### config.mk
export PLATFORM = sky130hd
export DESIGN_NAME = ssimg_top
export DESIGN_NICKNAME = d
export VERILOG_FILES = /design/src/ssimg_pkg.sv /design/src/ssimg_path_if.sv /design/src/ssimg_top.sv /design/src/ssimg_path.sv
export SDC_FILE = /design/constraint.sdc
export NUM_CORES = 1
export LEC_CHECK = 0
export ABC_CLOCK_PERIOD_IN_PS = 3750
export BUFFER_PORTS_ARGS = -buffer_cell sky130_fd_sc_hd__buf_2
export CAP_MARGIN = 40
export CORE_ASPECT_RATIO = 1.2
export CORE_UTILIZATION = 46
export CTS_BUF_LIST = sky130_fd_sc_hd__clkbuf_8
export CTS_CLUSTER_SIZE = 12
export DETAILED_ROUTE_END_ITERATION = 10
export GPL_ROUTABILITY_DRIVEN = 0
export PLACE_DENSITY_LB_ADDON = 0.1
export SLEW_MARGIN = 20
export SYNTH_ARGS = -nofsm -noshare
export SYNTH_HDL_FRONTEND = slang
export SYNTH_SLANG_ARGS = --single-unit
### constraint.sdc
create_clock -name clk_sys -period 3.75 [get_ports clk_sys]
set_input_delay 0 -clock clk_sys [delete_from_list [all_inputs] [get_ports clk_sys]]
set_output_delay 0 -clock clk_sys [all_outputs]
set_load 0.05 [all_outputs]
### src/ssimg_pkg.sv
package ssimg_pkg;

    // Image geometry
    localparam int unsigned SSIMG_PATHS = 8;
    localparam int unsigned SSIMG_SPEED_W = 16;

    // Legal speed window in mm/s
    localparam logic signed [15:0] SSIMG_SPEED_MIN = -16'sd32000;
    localparam logic signed [15:0] SSIMG_SPEED_MAX = 16'sd32000;

    // Reset values of the image
    localparam logic [7:0] SSIMG_PATHS_RST = 8'h00;
    localparam logic SSIMG_BIT_RST = 1'b0;
    localparam logic [15:0] SSIMG_SPEED_RST = 16'h0000;
    localparam logic SSIMG_REARM_RST = 1'b0;

endpackage

### src/ssimg_path_if.sv
`timescale 1ns/1ps
interface ssimg_path_if;
    logic field_free;
    logic field_safe;
    logic force_off;
    logic rearm_en;
    logic rearm_req;
    logic guarded_free;
    logic awaits_rearm;

    modport core (
        output field_free,
        output field_safe,
        output force_off,
        output rearm_en,
        output rearm_req,
        input guarded_free,
        input awaits_rearm
    );

    modport path (
        input field_free,
        input field_safe,
        input force_off,
        input rearm_en,
        input rearm_req,
        output guarded_free,
        output awaits_rearm
    );
endinterface

### src/ssimg_top.sv
`timescale 1ns/1ps
// What this block does
// - Plain path bit high while its field free
// - Guarded bit high only if field safe, free
// - Contour bit high when monitor on and contour out of band
// - Per-path flag while waiting for rearm signal
// - Running bit high while protection executes
// - Two signed 16-bit speeds in mm/s
// - Each speed has own validity bit
// - Sleep bit high while in sleep mode
module ssimg_top
    import ssimg_pkg::*;
(
    // Clock and reset
    input wire logic clk_sys,
    input wire logic rst,
    // Field evaluation from the scan core
    input wire logic [7:0] plain_field_free,
    input wire logic [7:0] guarded_field_free,
    input wire logic [7:0] guarded_field_safe,
    // Restart interlock per guarded path
    input wire logic [7:0] rearm_enable,
    input wire logic [7:0] rearm_request,
    // Reference contour monitor
    input wire logic contour_monitor_on,
    input wire logic contour_in_band,
    // Operating state
    input wire logic run_active,
    input wire logic sleep_active,
    // Dynamic inputs
    input wire logic signed [15:0] speed_a_in,
    input wire logic speed_a_in_valid,
    input wire logic signed [15:0] speed_b_in,
    input wire logic speed_b_in_valid,
    // Status image
    output logic [7:0] plain_path_free,
    output logic [7:0] guarded_path_free,
    output logic [7:0] path_awaits_rearm,
    output logic contour_out_of_band,
    output logic protection_running,
    output logic sleep_state,
    output logic signed [15:0] velocity_a,
    output logic velocity_a_ok,
    output logic signed [15:0] velocity_b,
    output logic velocity_b_ok
);

    wire [7:0] guarded_nxt;
    wire [7:0] awaits_nxt;
    wire contour_nxt;
    wire force_off;
    wire speed_a_legal;
    wire speed_b_legal;
    wire speed_a_ok_nxt;
    wire speed_b_ok_nxt;
    logic primed_r;

    // Contour loss counts only while the monitor is enabled
    assign contour_nxt = contour_monitor_on && !contour_in_band;
    // Contour loss and paused protection both drop every guarded path output
    assign force_off = contour_nxt || !run_active;

    // Out-of-range words are passed on but never flagged as usable
    assign speed_a_legal = (speed_a_in >= SSIMG_SPEED_MIN) && (speed_a_in <= SSIMG_SPEED_MAX);
    assign speed_b_legal = (speed_b_in >= SSIMG_SPEED_MIN) && (speed_b_in <= SSIMG_SPEED_MAX);

    // Validity needs both the source flag and a legal value
    assign speed_a_ok_nxt = speed_a_in_valid && speed_a_legal;
    assign speed_b_ok_nxt = speed_b_in_valid && speed_b_legal;

    // One interlock slice per guarded path
    genvar gi;
    generate
        for (gi = 0; gi < SSIMG_PATHS; gi++) begin : g_path
            ssimg_path_if pif ();
            assign pif.field_free = guarded_field_free[gi];
            assign pif.field_safe = guarded_field_safe[gi];
            assign pif.force_off = force_off;
            assign pif.rearm_en = rearm_enable[gi];
            assign pif.rearm_req = rearm_request[gi];
            assign guarded_nxt[gi] = pif.guarded_free;
            assign awaits_nxt[gi] = pif.awaits_rearm;
            ssimg_path u_path (
                .clk_sys(clk_sys),
                .rst(rst),
                .p(pif.path)
            );
        end
    endgenerate

    // Single capture point keeps the image coherent to the consumer
    always_ff @(posedge clk_sys or posedge rst) begin
        if (rst) begin
            plain_path_free <= SSIMG_PATHS_RST;
            guarded_path_free <= SSIMG_PATHS_RST;
            path_awaits_rearm <= SSIMG_PATHS_RST;
            contour_out_of_band <= SSIMG_BIT_RST;
            protection_running <= SSIMG_BIT_RST;
            sleep_state <= SSIMG_BIT_RST;
            velocity_a <= SSIMG_SPEED_RST;
            velocity_a_ok <= SSIMG_BIT_RST;
            velocity_b <= SSIMG_SPEED_RST;
            velocity_b_ok <= SSIMG_BIT_RST;
            primed_r <= 1'b0;
        end else begin
            plain_path_free <= plain_field_free;
            guarded_path_free <= guarded_nxt;
            path_awaits_rearm <= awaits_nxt;
            contour_out_of_band <= contour_nxt;
            protection_running <= run_active;
            sleep_state <= sleep_active;
            velocity_a <= speed_a_in;
            velocity_a_ok <= speed_a_ok_nxt;
            velocity_b <= speed_b_in;
            velocity_b_ok <= speed_b_ok_nxt;
            primed_r <= 1'b1;
        end
    end

    a_plain_path_copy: assert property (@(posedge clk_sys) disable iff (rst)
        primed_r |-> plain_path_free == $past(plain_field_free))
        else $error("plain path bits do not follow field state");

    a_guarded_needs_free: assert property (@(posedge clk_sys) disable iff (rst)
        primed_r |-> (guarded_path_free & ~$past(guarded_field_free & guarded_field_safe)) == 8'h00)
        else $error("guarded path on without safe free field");

    a_contour_value: assert property (@(posedge clk_sys) disable iff (rst)
        primed_r |-> contour_out_of_band == $past(contour_monitor_on && !contour_in_band))
        else $error("contour bit wrong");

    a_contour_kills_all: assert property (@(posedge clk_sys) disable iff (rst)
        contour_out_of_band |-> guarded_path_free == 8'h00)
        else $error("guarded path on while contour out of band");

    a_rearm_blocks: assert property (@(posedge clk_sys) disable iff (rst)
        (path_awaits_rearm & guarded_path_free) == 8'h00)
        else $error("guarded path on while awaiting rearm");

    a_run_flag: assert property (@(posedge clk_sys) disable iff (rst)
        primed_r |-> protection_running == $past(run_active))
        else $error("running bit wrong");

    a_snapshot_paused: assert property (@(posedge clk_sys) disable iff (rst)
        !protection_running |-> guarded_path_free == 8'h00)
        else $error("image incoherent: paused with guarded path on");

    a_speed_a_range: assert property (@(posedge clk_sys) disable iff (rst)
        velocity_a_ok |-> (velocity_a >= SSIMG_SPEED_MIN && velocity_a <= SSIMG_SPEED_MAX))
        else $error("speed a flagged valid outside range");

    a_speed_b_ok: assert property (@(posedge clk_sys) disable iff (rst)
        primed_r |-> velocity_b_ok == $past(speed_b_in_valid && speed_b_legal))
        else $error("speed b validity wrong");

    a_sleep_flag: assert property (@(posedge clk_sys) disable iff (rst)
        primed_r |-> sleep_state == $past(sleep_active))
        else $error("sleep bit wrong");

    // Exact guarded image whenever nothing forces the paths off
    a_guarded_exact: assert property (@(posedge clk_sys) disable iff (rst)
        (primed_r && $past(run_active && !(contour_monitor_on && !contour_in_band))) |->
            guarded_path_free == ($past(guarded_field_free & guarded_field_safe)
                & ~path_awaits_rearm))
        else $error("guarded path bits wrong");

    // Forcing and contour bit checks, each from its own cause
    a_paused_all_off: assert property (@(posedge clk_sys) disable iff (rst)
        (primed_r && !$past(run_active)) |-> guarded_path_free == 8'h00)
        else $error("guarded path on while protection paused");

    a_contour_forces_off: assert property (@(posedge clk_sys) disable iff (rst)
        (primed_r && $past(contour_monitor_on && !contour_in_band)) |-> guarded_path_free == 8'h00)
        else $error("guarded path on after contour loss");

    a_contour_idle: assert property (@(posedge clk_sys) disable iff (rst)
        (primed_r && !$past(contour_monitor_on)) |-> !contour_out_of_band)
        else $error("contour bit set with monitoring off");

    a_contour_in_band: assert property (@(posedge clk_sys) disable iff (rst)
        (primed_r && $past(contour_in_band)) |-> !contour_out_of_band)
        else $error("contour bit set with contour in band");

    // Interlock flag may only move on its own inputs, two edges back
    a_awaits_rise: assert property (@(posedge clk_sys) disable iff (rst)
        primed_r |-> ((path_awaits_rearm & ~$past(path_awaits_rearm)
            & ~$past(rearm_enable, 2)) == 8'h00))
        else $error("awaits bit rose on a path without interlock");

    a_awaits_clear: assert property (@(posedge clk_sys) disable iff (rst)
        primed_r |-> ((~path_awaits_rearm & $past(path_awaits_rearm)
            & ~$past(rearm_request, 2)) == 8'h00))
        else $error("awaits bit fell without rearm request");

    // Raw speed words and their flags
    a_speed_a_copy: assert property (@(posedge clk_sys) disable iff (rst)
        primed_r |-> velocity_a == $past(speed_a_in))
        else $error("speed a word not passed on");

    a_speed_b_copy: assert property (@(posedge clk_sys) disable iff (rst)
        primed_r |-> velocity_b == $past(speed_b_in))
        else $error("speed b word not passed on");

    a_speed_b_range: assert property (@(posedge clk_sys) disable iff (rst)
        velocity_b_ok |-> (velocity_b >= SSIMG_SPEED_MIN && velocity_b <= SSIMG_SPEED_MAX))
        else $error("speed b flagged valid outside range");

    a_speed_a_ok: assert property (@(posedge clk_sys) disable iff (rst)
        primed_r |-> velocity_a_ok == $past(speed_a_in_valid
            && speed_a_in >= SSIMG_SPEED_MIN && speed_a_in <= SSIMG_SPEED_MAX))
        else $error("speed a validity wrong");

    a_speed_a_invalid: assert property (@(posedge clk_sys) disable iff (rst)
        (primed_r && !$past(speed_a_in_valid)) |-> !velocity_a_ok)
        else $error("speed a valid although source flagged it bad");

    a_speed_b_invalid: assert property (@(posedge clk_sys) disable iff (rst)
        (primed_r && !$past(speed_b_in_valid)) |-> !velocity_b_ok)
        else $error("speed b valid although source flagged it bad");

endmodule

### src/ssimg_path.sv
`timescale 1ns/1ps
module ssimg_path
    import ssimg_pkg::*;
(
    // Clock and reset
    input wire logic clk_sys,
    input wire logic rst,
    // Core side
    ssimg_path_if.path p
);

    logic awaits_r;
    logic awaits_nxt;
    logic primed_r;
    wire path_off;

    // Path is off unless its field is safety-related, free and not forced
    assign path_off = !(p.field_safe && p.field_free) || p.force_off;

    // Setting wins over a rearm arriving in the same cycle
    assign awaits_nxt = (p.rearm_en && path_off) ? 1'b1 :
                        (p.rearm_req && !path_off) ? 1'b0 : awaits_r;

    // Rearm latch
    always_ff @(posedge clk_sys or posedge rst) begin
        if (rst) begin
            awaits_r <= SSIMG_REARM_RST;
            primed_r <= 1'b0;
        end else begin
            awaits_r <= awaits_nxt;
            primed_r <= 1'b1;
        end
    end

    // A waiting path stays off so a cleared field alone cannot restart it
    assign p.guarded_free = !path_off && !awaits_r;
    assign p.awaits_rearm = awaits_r;

    a_rearm_sets: assert property (@(posedge clk_sys) disable iff (rst)
        (p.rearm_en && path_off) |=> awaits_r)
        else $error("rearm flag not set after interlocked trip");

    a_rearm_holds: assert property (@(posedge clk_sys) disable iff (rst)
        (awaits_r && !p.rearm_req) |=> awaits_r)
        else $error("rearm flag dropped without rearm request");

    a_rearm_clears: assert property (@(posedge clk_sys) disable iff (rst || !primed_r)
        (awaits_r && p.rearm_req && !path_off) |=> !awaits_r)
        else $error("rearm flag not cleared by rearm request");

endmodule

== Word level (Yosys, flattened, before mapping) ==
Cells that the tools add are included.
Cells by class
  magnitude comparators: 4
  multiplexer cells: 16
  reduce and logical (&&, ||, !) cells: 80
Operator list (count)
  $logic_and A1 B1 Y1: 37
  $ge A16 B16 Y1 const B: 2
  $le A16 B16 Y1 const B: 2
  $logic_not A1 Y1: 26
  $mux W1: 16
  $reduce_bool A2 Y1: 8
  $logic_or A1 B1 Y1: 9
Word-level totals
  bits in registers: 69
  input port bits: 80
  output and inout port bits: 61
  word-level logic and storage cells: 118

== Depth between registers and ports, before layout ==
Gate-level depths: netlist of the first run.
  depth after elaboration: 8
  mapped depth: 4
  depth with buffers taken out: 3

== Cells and area by module ==
From an unflattened synthesis of the first run, not the netlist that was laid out.
Second synthesis, totals
  cell total of the unflattened synthesis: 132
  area, all modules: 2155.8 µm²
Modules (own cells, without submodules)
  ssimg_top: times used 1, cells an instance 84, area an instance 1695.4 µm²
  ssimg_path: times used 8, cells an instance 6, area an instance 57.6 µm²

== Worst setup path before layout of the first run ==
Ideal clock, no wire load.
  path type: register -> register
  from: reg g_path[0].u_path.p.awaits_rearm (netlist name)
  to: reg g_path[0].u_path.awaits_r
  library setup time: 0.121 ns
  data arrival time: 0.635 ns
  required time: 3.629 ns
  setup slack: 2.994 ns
  cell stages (with the launch flop): 3
  clock period less this slack: 0.756 ns
  path through: dfrtp_1 > nor2b_1 > o22a_1
RTL lines
  end signal, assigned: line ssimg_path.sv:30  | awaits_r <= awaits_nxt;
  end, declared: line ssimg_path.sv:12  | logic awaits_r;

== Worst setup path in the final report of the first run ==
  from: in run_active
  to: reg g_path[3].u_path.awaits_r
Between the ends
  word-level cells in the longest chain between the ends: 6
Ends and longest elaborated chain
  start, declared: line ssimg_top.sv:28  | input wire logic run_active,
  $logic_not A1 Y1 *: line ssimg_top.sv:61  | assign force_off = contour_nxt || !run_active;
  $logic_or A1 B1 Y1 *: line ssimg_top.sv:61
  $logic_or A1 B1 Y1 *: line ssimg_path.sv:18  | assign path_off = !(p.field_safe && p.field_free) || p.force_off;
  $logic_not A1 Y1: line ssimg_path.sv:22  | (p.rearm_req && !path_off) ? 1'b0 : awaits_r;
  $logic_and A1 B1 Y1: line ssimg_path.sv:22
  $reduce_bool A2 Y1 (no source line)
  end signal, assigned: line ssimg_path.sv:30
  end, declared: line ssimg_path.sv:12
Mark *: on every way between the ends. The rest lies on a longest branch, timed or not.
A chain may end at the register's enable or synchronous reset.

==> reports/metrics.yaml, run 1 <==
clk_latency_ns: 0.33
coreArea_sq_um: 4327
pwr-share-clk_pct: 32.5
cts_buffers: 9
rows: 26
start_util_pct: 48.64
final_hold_viol_count: 0
die_h_um: 76.10
critical_path_required_ns: 3.96
max_slew_margin_pct: 52.44
ir_drop_mv: 0.3488
drtIter0Drc: 104
synth.distinct_cells: 17
antenna_found_initial: 0
maxSlewViolCount: 0
end_kind: "register"
cp_data_arrival_time_ns: 1.71
drive_gt1_share_pct: 43.42
placed_cells_incl_taps: 321
rsz0062_at_grt: "no"
grt.overflow.total: 0
critPathKind: "in -> reg"
layout.nets: 433
crit_path_frequent_cell: "dlygate4sd3_1"
finClkSkew_ns: 0.006049
syn_area_sq_um: 2105
grt_max_degree: 37
p_leak_nw: 1.823
vias: 2000
total_power_mw: 1.617
dpl.hpwl_mm: 3.290
p_sw_mw: 0.4374
h-tree-depth: 3
hold_path.class: "in -> reg"
synth_top_cell_area_share_pct: 82.05
ys_seq_elements: 69
max_stage_delay_ns: 0.56
drc_errors: 0
met1_length_mm: 2.289
port_buffers: 140
min_period_ns: 1.495
path_clk_slew_ns: 0.07
yosysTopAreaCell: "dfrtp_1"
top_layer: "met4"
tightest_slew_ns: 0.7124
setup_viol: 0
postCtsSetupRepairBufs: 0
ant_nets: 0
power.density_nw_per_um2: 423.1
pin_count: 141
multi_input_area_sq_um: 360.3
avgViaCountPerCell: 4.843
wirelength_mm: 6.622
status: "finished, final reports clean"
min_path_cells: 3
crit_buf_inv: 3
hp-start: "contour_monitor_on"
final_core_util_pct: 88.32
crit_cells: 5
cts_buffer_depth: 2
min_period_over_period_pct: 39.87
diodes: 0
syn_area_per_cell_sq_um: 16.70
cts_sinks: 69
die_x_um: 63.75
wire_per_inst_um: 16.03
cts_root_buf: "clkbuf_8"
worstReg2RegStart: "g_path[3].u_path.p.awaits_rearm"
fp.dieArea_sq_um: 4851
register_area_sq_um: 1727
ys_seq_area_share_pct: 82.05
track_usage_pct: 29.18
p_sw_share_pct: 27.05
cp_slowest_cell: "dlygate4sd3_1"
ys_warn_count: 0
p_int_mw: 1.179
route.met2.wl_mm: 3.751
path_max_fanout: 9
grt_pass1_wl_mm: 10.29
grt_pass1_vias: 2212
startpoint: "run_active"
drtPass1Iterations: 4
fmax_mhz: 668.8
cap_violations: 0
startpoint_type: "input pin"
tns_ns: 0
path_cells: "dlygate4sd3_1 > buf_2 > nand4_1 > o22a_1 > dlygate4sd3_1"
synth_cells: 126
syn_to_final_growth_pct: 81.57
cts_tree: "built"
wl_met3_um: 392
syn_nets: 206
layoutNonFillerInstCount: 413
comb_power_share_pct: 18.5
nFillCells: 214
cp_top_family: "buffers and inverters"
synthTopCellsByArea: "dfrtp_1, o22a_1, nand4_1, nor2b_1, nor2_1"
rr_worst_depth: 3
seqPwrFrac_pct: 49.1
[metrics by stage]
| stage | hold slack (ns) | cell area (sq um) | worst slack [ns] |
|---|---|---|---|
| after global placement | 0.1085 | 2873 | 2.690 |
| after detailed placement | 0.1097 | 2873 | 2.671 |
| after floorplan | 0.03143 | 2105 | 2.010 |
| final | 0.1202 | 3821 | 2.255 |
| after global routing | 0.1334 | 3821 | 2.210 |
| after CTS | 0.07432 | 3821 | 2.379 |
[what timing repair did]
action                                 in CTS  in global routing
gates resized for setup                     0                  0
setup endpoints to repair                   0                  0
endpoints found under the hold margin      95                  0
hold buffers                               77                  0
[power by group through the flow]
stage                     clock [mW]  combinational, mW  sequential [mW]
after floorplan                    0             0.0311            0.917
after global routing           0.571              0.314            0.796
after detailed placement           0              0.231            0.805
final                          0.525              0.299            0.793
after CTS                      0.534              0.292            0.791
after global placement             0              0.230            0.804
[area by class of cell]
cell class	instances	area share, %
Inverter	2	0.1965
Sequential cell	69	45.19
Tap cell	56	1.834
Timing Repair Buffer	218	38.70
Clock inverter	3	0.3274
Clock buffer	12	4.322
Multi-Input combinational cell	53	9.430
[tightest hold or removal path: cells and delay by family]
kind	cells	cell delay, ns
buf+inv	2	0.20
simple gates	1	0.20
[sequential cells by signal (all words and copies together) (netlist names)]
| register | flops |
|---|---|
| velocity_a | 16 |
| contour_out_of_band | 1 |
| velocity_b_ok | 1 |
| velocity_a_ok | 1 |
| sleep_state | 1 |
| velocity_b | 16 |
| g_path.u_path.p.awaits_rearm | 8 |
| protection_running | 1 |
| guarded_path_free | 8 |
| plain_path_free | 8 |
| path_awaits_rearm | 8 |
[layer usage]
metal | global-route usage, % | vias up
met5 | 0 | -
met1 | 28.26 | 970
li1 | - | 906
met3 | 7.335 | 18
met2 | 54.89 | 106
met4 | 15.23 | 0
[kinds of logic after synthesis]
logic type | count (synthesis) | synth area share, %
AND/OR/NAND/NOR | 40 | 11.77
buffers and inverters | 4 | 0.8325
flip-flops | 69 | 82.05
AO/OA/AOI/OAI | 13 | 5.351
[final timing paths]
| kind | slack (ns) | endpoint |
|---|---|---|
| setup / recovery | 2.25 | g_path[3].u_path.p.awaits_rearm |
| hold / removal | 0.12 | contour_out_of_band |
| setup reg to reg | 2.34 | g_path[3].u_path.p.awaits_rearm |
| hold reg to reg | 0.43 | path_awaits_rearm[2] |
| max in group asynchronous | 2.51 | velocity_b[4] |
| min in group asynchronous | 0.35 | plain_path_free[2] |
[cells in the final DEF (no fill, tap or decap), types with 3 or more instances in the layout]
| master | netlist | final |
|---|---|---|
| dfrtp_1 | 69 | 69 |
| dlygate4sd3_1 | 0 | 77 |
| nor4_1 | 3 | 3 |
| clkbuf_8 | 0 | 12 |
| nor4b_1 | 3 | 3 |
| nor2b_1 | 8 | 8 |
| buf_2 | 2 | 140 |
| nand4b_1 | 3 | 3 |
| o22a_1 | 8 | 8 |
| inv_1 | 2 | 3 |
| nand4_1 | 8 | 8 |
| nor2_1 | 8 | 8 |
[cells in the mapped netlist]
cell / instances
nand2b_1: 1
o211ai_1: 2
nor2b_1: 8
o311a_1: 2
nand4_1: 8
nand4b_1: 3
nor4bb_1: 2
nor4b_1: 3
nor4_1: 3
dfrtp_1: 69
a211oi_1: 1
nand2_1: 2
inv_1: 2
and3_1: 2
buf_2: 2
o22a_1: 8
nor2_1: 8
No activity file was read; power rests on OpenSTA's default activity.
==> inputs of run 2 (changes only) <==
ABC_CLOCK_PERIOD_IN_PS = 1400   (was 3750)
CORE_UTILIZATION = 42   (was 46)
clock period = 1.4 ns   (was 3.75 ns; I/O delays follow)
==> run 2 against run 1 <==
Net effect: the flow now finishes with violations (negative hold slack); wire length fell by 3.8%; final cell count up 1.2%; combinational power rose to 2.7 times the previous value.
==> reports/metrics.yaml, run 2 (synthesis gave the netlist of run 1 again) <==
setup_viol: 0
maxSlewViolCount: 0
drtPass1Iterations: 5
rr_worst_depth: 3
pin_count: 141
grt_pass1_vias: 2086
antenna_found_initial: 0
r2r_setup_slack_ns: 0.02
rows: 27
start_util_pct: 44.82
tns_ns: 0
cts_sinks: 69
reg_top3: "velocity_a x16, velocity_b x16"
track_usage_pct: 24.86
min_period_ns: 1.394
grt.overflow.total: 0
wire_per_inst_um: 15.24
path_max_fanout: 9
startpoint_type: "input pin"
layout_common_cells: "buf_2, dlygate4sd3_1, dfrtp_1, clkbuf_8"
critical_path_required_ns: 1.61
critPathKind: "in -> reg"
crit_buf_inv: 3
cap_violations: 0
h-tree-depth: 3
startpoint: "run_active"
hold_path.class: "in -> reg"
drive_gt1_share_pct: 45.28
post_dp_cell_area_sq_um: 2892
die_x_um: 66.62
avgViaCountPerCell: 4.799
path_clk_slew_ns: 0.07
final_hold_viol_count: 1
p_leak_nw: 1.867
fmax_mhz: 717.3
status: "complete, but fails checks"
cts_root_buf: "clkbuf_8"
p_sw_share_pct: 27.47
cp_data_arrival_time_ns: 1.60
coreArea_sq_um: 4696
fin_area_sq_um: 3889
end_kind: "register"
grt_pass1_wl_mm: 9.384
crit_cells: 5
ant_nets: 0
power.density_nw_per_um2: 1156
r2r-end: "g_path[7].u_path.p.awaits_rearm"
crit_path_frequent_cell: "dlygate4sd3_1"
diodes: 0
cp_top_family: "buffers and inverters"
drtIter0Drc: 130
p_sw_mw: 1.235
finClkSkew_ns: 0.004807
min_period_over_period_pct: 99.58
violations: "negative hold slack"
grt_max_degree: 70
cts_buffer_depth: 2
fp.dieArea_sq_um: 5299
wirelength_mm: 6.370
pwr-share-clk_pct: 34.7
p_int_mw: 3.261
cp_slowest_cell: "dlygate4sd3_1"
clk_latency_ns: 0.33
cts_tree: "built"
tightest_slew_ns: 0.3696
port_buffers: 140
setup.worst_path.end: "g_path[1].u_path.p.awaits_rearm"
nFillCells: 246
worstReg2RegStart: "g_path[7].u_path.p.awaits_rearm"
max_stage_delay_ns: 0.55
cts_buffers: 9
comb_power_share_pct: 18.1
holdWs_ns: -0.01869
final_common_cell: "buf_2"
die_h_um: 79.55
path_cells: "dlygate4sd3_1 > clkbuf_4 > nand4_1 > o22a_1 > dlygate4sd3_1"
ir_drop_mv: 0.8824
vias: 2006
max_slew_margin_pct: 75.36
drc_errors: 0
seqPwrFrac_pct: 47.2
layout.nets: 435
syn_to_final_growth_pct: 84.78
==> run 2: cell count changes in the layout (fill, tap and decap cells not counted), moves of 2 or more <==
cell,delta
nor2b_4,+2
buf_4,+2
dlygate4sd3_1,-2
clkinv_2,+3
clkbuf_8,-2
nor2b_1,-3
==> run 2: through the flow <==
step                instances  worst slack (ns)  total power, mW  utilization (%)
floorplan                 126            0.6440            2.540                -
global placement          323            0.4463            2.775            61.58
detailed placement        323            0.4861            2.782            61.58
CTS                       416           0.04012            4.487            82.07
global route              418          -0.01053            4.670            82.81
finish                    418          0.005871            4.497            82.81
==> run 2: worst reg2reg max path: cells and delay by family, from the launching register on <==
kind,cells,cell delay (ns)
DFF,1,0.41
and+or+nand+nor,1,0.15
AOI/OAI and AO/OA,1,0.15
buffers and inverters,1,0.55
==> run 2: final cells by class <==
class | instances | area [sq um] | share of cell area (%)
clock buffer | 10 | 137.6 | 3.539
clock inverter | 6 | 53.80 | 1.384
timing repair buffer | 220 | 1509 | 38.80
inverter | 2 | 11.26 | 0.2896
sequential | 69 | 1727 | 44.40
tap | 58 | 72.57 | 1.866
multi-input combinational | 53 | 377.9 | 9.717
==> run 2: per-layer routing <==
layer | track usage (%) | wire, um | up-vias
li1 | - | - | 911
met1 | 26.41 | 2327 | 954
met2 | 44.04 | 3337 | 120
met3 | 7.714 | 502 | 21
met4 | 11.28 | 202 | 0
met5 | 0 | 0 | -
==> run 2: repair_timing <==
action                                  in CTS  in global routing
endpoints found under the hold margin      129                  0
hold buffers                                77                  0
endpoints found under the setup margin       0                  7
resized for setup                            0                  7
buffers inserted                             0                  3
==> run 2: power by group through the flow <==
stage	logic, mW	registers (mW)	clock network (mW)
6_report	0.815	2.12	1.56
5_1_grt	0.860	2.13	1.68
4_1_cts	0.789	2.12	1.58
3_5_place_dp	0.627	2.16	0
3_3_place_gp	0.623	2.15	0
2_1_floorplan	0.0840	2.46	0
==> run 2: how the worst min path moves through the flow <==
stage                                   start                         endpoint  depth (start not counted)
after floorplan           plain_field_free[0]               plain_path_free[0]                          0
after global placement    plain_field_free[5]               plain_path_free[5]                          1
after detailed placement         sleep_active                      sleep_state                          1
after CTS                  contour_monitor_on              contour_out_of_band                          3
after global routing         rearm_request[3]  g_path[3].u_path.p.awaits_rearm                          3
final                        rearm_request[3]  g_path[3].u_path.p.awaits_rearm                          3
==> inputs of run 3 (changes only) <==
ABC_AREA = 1   (was default)
CORE_UTILIZATION = 44   (was 42)
==> run 3 against run 2 <==
Net effect: clock skew about the same; sequential power about the same; wire length increased by 12%; critical endpoint is now guarded_path_free[0]; sequential share of layout area decreased by 4.0 points; maximum frequency increased by 2.9%; global-route usage increased by 1.6 points; power increased by 13%; combinational power increased by 6.0%; the flow now finishes without violations.
==> reports/metrics.yaml, run 3 <==
cp_data_arrival_time_ns: 1.64
diodes: 0
drtIter0Drc: 146
final_hold_viol_count: 0
coreArea_sq_um: 5010
grt_pass1_wl_mm: 10.28
syn_area_per_cell_sq_um: 11.14
register_area_sq_um: 1727
syn_to_final_growth_pct: 82.46
ys_seq_area_share_pct: 73.80
placed_cells_incl_taps: 412
yosys.area_share.adder_pct: 0
synthTopCellsByArea: "dfrtp_1, nor2_1, inv_1, nand2_1, nand3_2"
reg_top3: "velocity_a x16, velocity_b x16"
cts_buffers: 9
path_clk_slew_ns: 0.07
yosys.area_share.simple_pct: 18.56
cap_violations: 0
path_max_fanout: 8
rows: 28
multi_input_area_sq_um: 454.2
die_h_um: 81.88
cts_tree: "built"
startpoint_type: "input pin"
avgViaCountPerCell: 4.420
clk_latency_ns: 0.34
finClkSkew_ns: 0.005049
yosysMostFrequentCell: "dfrtp_1"
yosysTopAreaCell: "dfrtp_1"
p_leak_nw: 2.318
synth.top_cells.by_count: "dfrtp_1, nor2_1, inv_1"
syn_area_sq_um: 2340
h-tree-depth: 3
critical_path_required_ns: 1.68
ys_async_sr_fraction_pct: 100.0
nFillCells: 256
fp.dieArea_sq_um: 5615
pin_count: 141
ys_warn_count: 0
final_common_cell: "buf_2"
tns_ns: 0
maxSlewViolCount: 0
die_x_um: 68.57
setup_viol: 0
grt_max_degree: 39
dpl.hpwl_mm: 3.681
synth.area.mux_share_pct: 0
cts_root_buf: "clkbuf_8"
min_period_over_period_pct: 96.79
cts_sinks: 69
fmax_mhz: 738.0
end_kind: "register"
power.density_nw_per_um2: 1194
synth_compound_area_share_pct: 0.4278
wire_per_inst_um: 13.84
layoutNonFillerInstCount: 514
syn_nets: 290
wirelength_mm: 7.112
drtPass1Iterations: 6
critPathKind: "in -> reg"
port_buffers: 140
layout.nets: 529
drive_gt1_share_pct: 37.89
cts_buffer_depth: 2
synth.distinct_cells: 12
holdWs_ns: 0.2264
grt_pass1_vias: 2324
layout_common_cells: "buf_2, dlygate4sd3_1, dfrtp_1, nor2_1, inv_1"
vias: 2272
min_path_cells: 7
synthXorXnorAreaFrac_pct: 0
track_usage_pct: 26.44
synth_edf_count: 0
antenna_found_initial: 0
status: "finished, final reports clean"
ant_nets: 0
drc_errors: 0
max_slew_margin_pct: 68.70
ir_drop_mv: 1.224
synth_cells: 210
synth_flop_cell: "dfrtp_1"
ys_seq_elements: 69
start_util_pct: 46.70
grt.overflow.total: 0
min_period_ns: 1.355
tightest_slew_ns: 0.4695
synth_top_cell_area_share_pct: 73.80
hold_path.class: "in -> reg"
rr_worst_depth: 2
synth_top_family_by_area: "simple AND/OR/NAND/NOR gates"
## run 3: cell count changes after synthesis, moves of 3 or more
cell	delta
inv_1	+41
nand2_1	+26
nand3_2	+8
nand4_1	-6
nand4b_1	-3
nor2_1	+44
nor2b_1	-8
nor4_1	-3
nor4b_1	-3
o22a_1	-8
## run 3: logic make-up after synthesis
kind of cell | after synthesis
AND/OR/NAND/NOR | 94
flip-flops | 69
buffers and inverters | 45
AO/OA/AOI/OAI | 2
## run 3: critical path, cell delays in order
cell	delay, ns
dlygate4sd3_1	0.52
buf_2	0.11
inv_2	0.05
nor2_8	0.19
nand3_2	0.12
nor2_1	0.10
dlygate4sd3_1	0.54
## run 3: what timing repair did
action | in CTS | in global routing
endpoints found under the setup margin | 0 | 8
endpoints found under the hold margin | 130 | 0
setup buffers | 0 | 2
hold buffers | 87 | 0
gates resized for setup | 0 | 3
## run 3: stage by stage
step                worst slack (ns)  power (mW)  util [%]  instance area [sq um]
floorplan                     0.6440       2.574         -                   2344
global placement              0.6508       2.815     62.56                   3134
detailed placement            0.6022       2.822     62.56                   3134
CTS                          0.04816       5.100     85.16                   4267
global route              -0.0001313       5.297     85.21                   4269
finish                       0.04493       5.096     85.21                   4269
## run 3: power by group
group	switching, mW	internal, mW	leakage, nW
registers	0.0363	2.09	0.787
logic	0.536	0.328	1.40
clock network	0.753	1.36	0.129
total	1.33	3.77	2.32
## run 3: area by class of cell
cell class / count / area share (%)
clock inverter: 7 / 3.224
timing repair buffer: 228 / 36.99
tap: 60 / 1.759
clock buffer: 9 / 2.902
multi-input combinational: 96 / 10.64
inverter: 45 / 4.045
sequential: 69 / 40.45
## run 3: worst paths after layout
path,slack (ns),startpoint,end
setup reg to reg,0.27,g_path[6].u_path.p.awaits_rearm,guarded_path_free[6]
hold reg to reg,0.43,g_path[3].u_path.p.awaits_rearm,path_awaits_rearm[3]
setup / recovery,0.04,run_active,guarded_path_free[0]
hold / removal,0.23,contour_monitor_on,g_path[3].u_path.p.awaits_rearm
max in group asynchronous,0.71,rst,guarded_path_free[3]
min in group asynchronous,0.33,rst,velocity_a[7]
## run 3: layer usage
| layer | global-route usage (%) | part of all wire, % | up-vias |
|---|---|---|---|
| met5 | 0 | 0 | - |
| met4 | 13.33 | 2.8 | 0 |
| met3 | 7.917 | 8.3 | 17 |
| met2 | 49.61 | 54 | 126 |
| met1 | 25.11 | 35 | 1045 |
| li1 | - | - | 1084 |
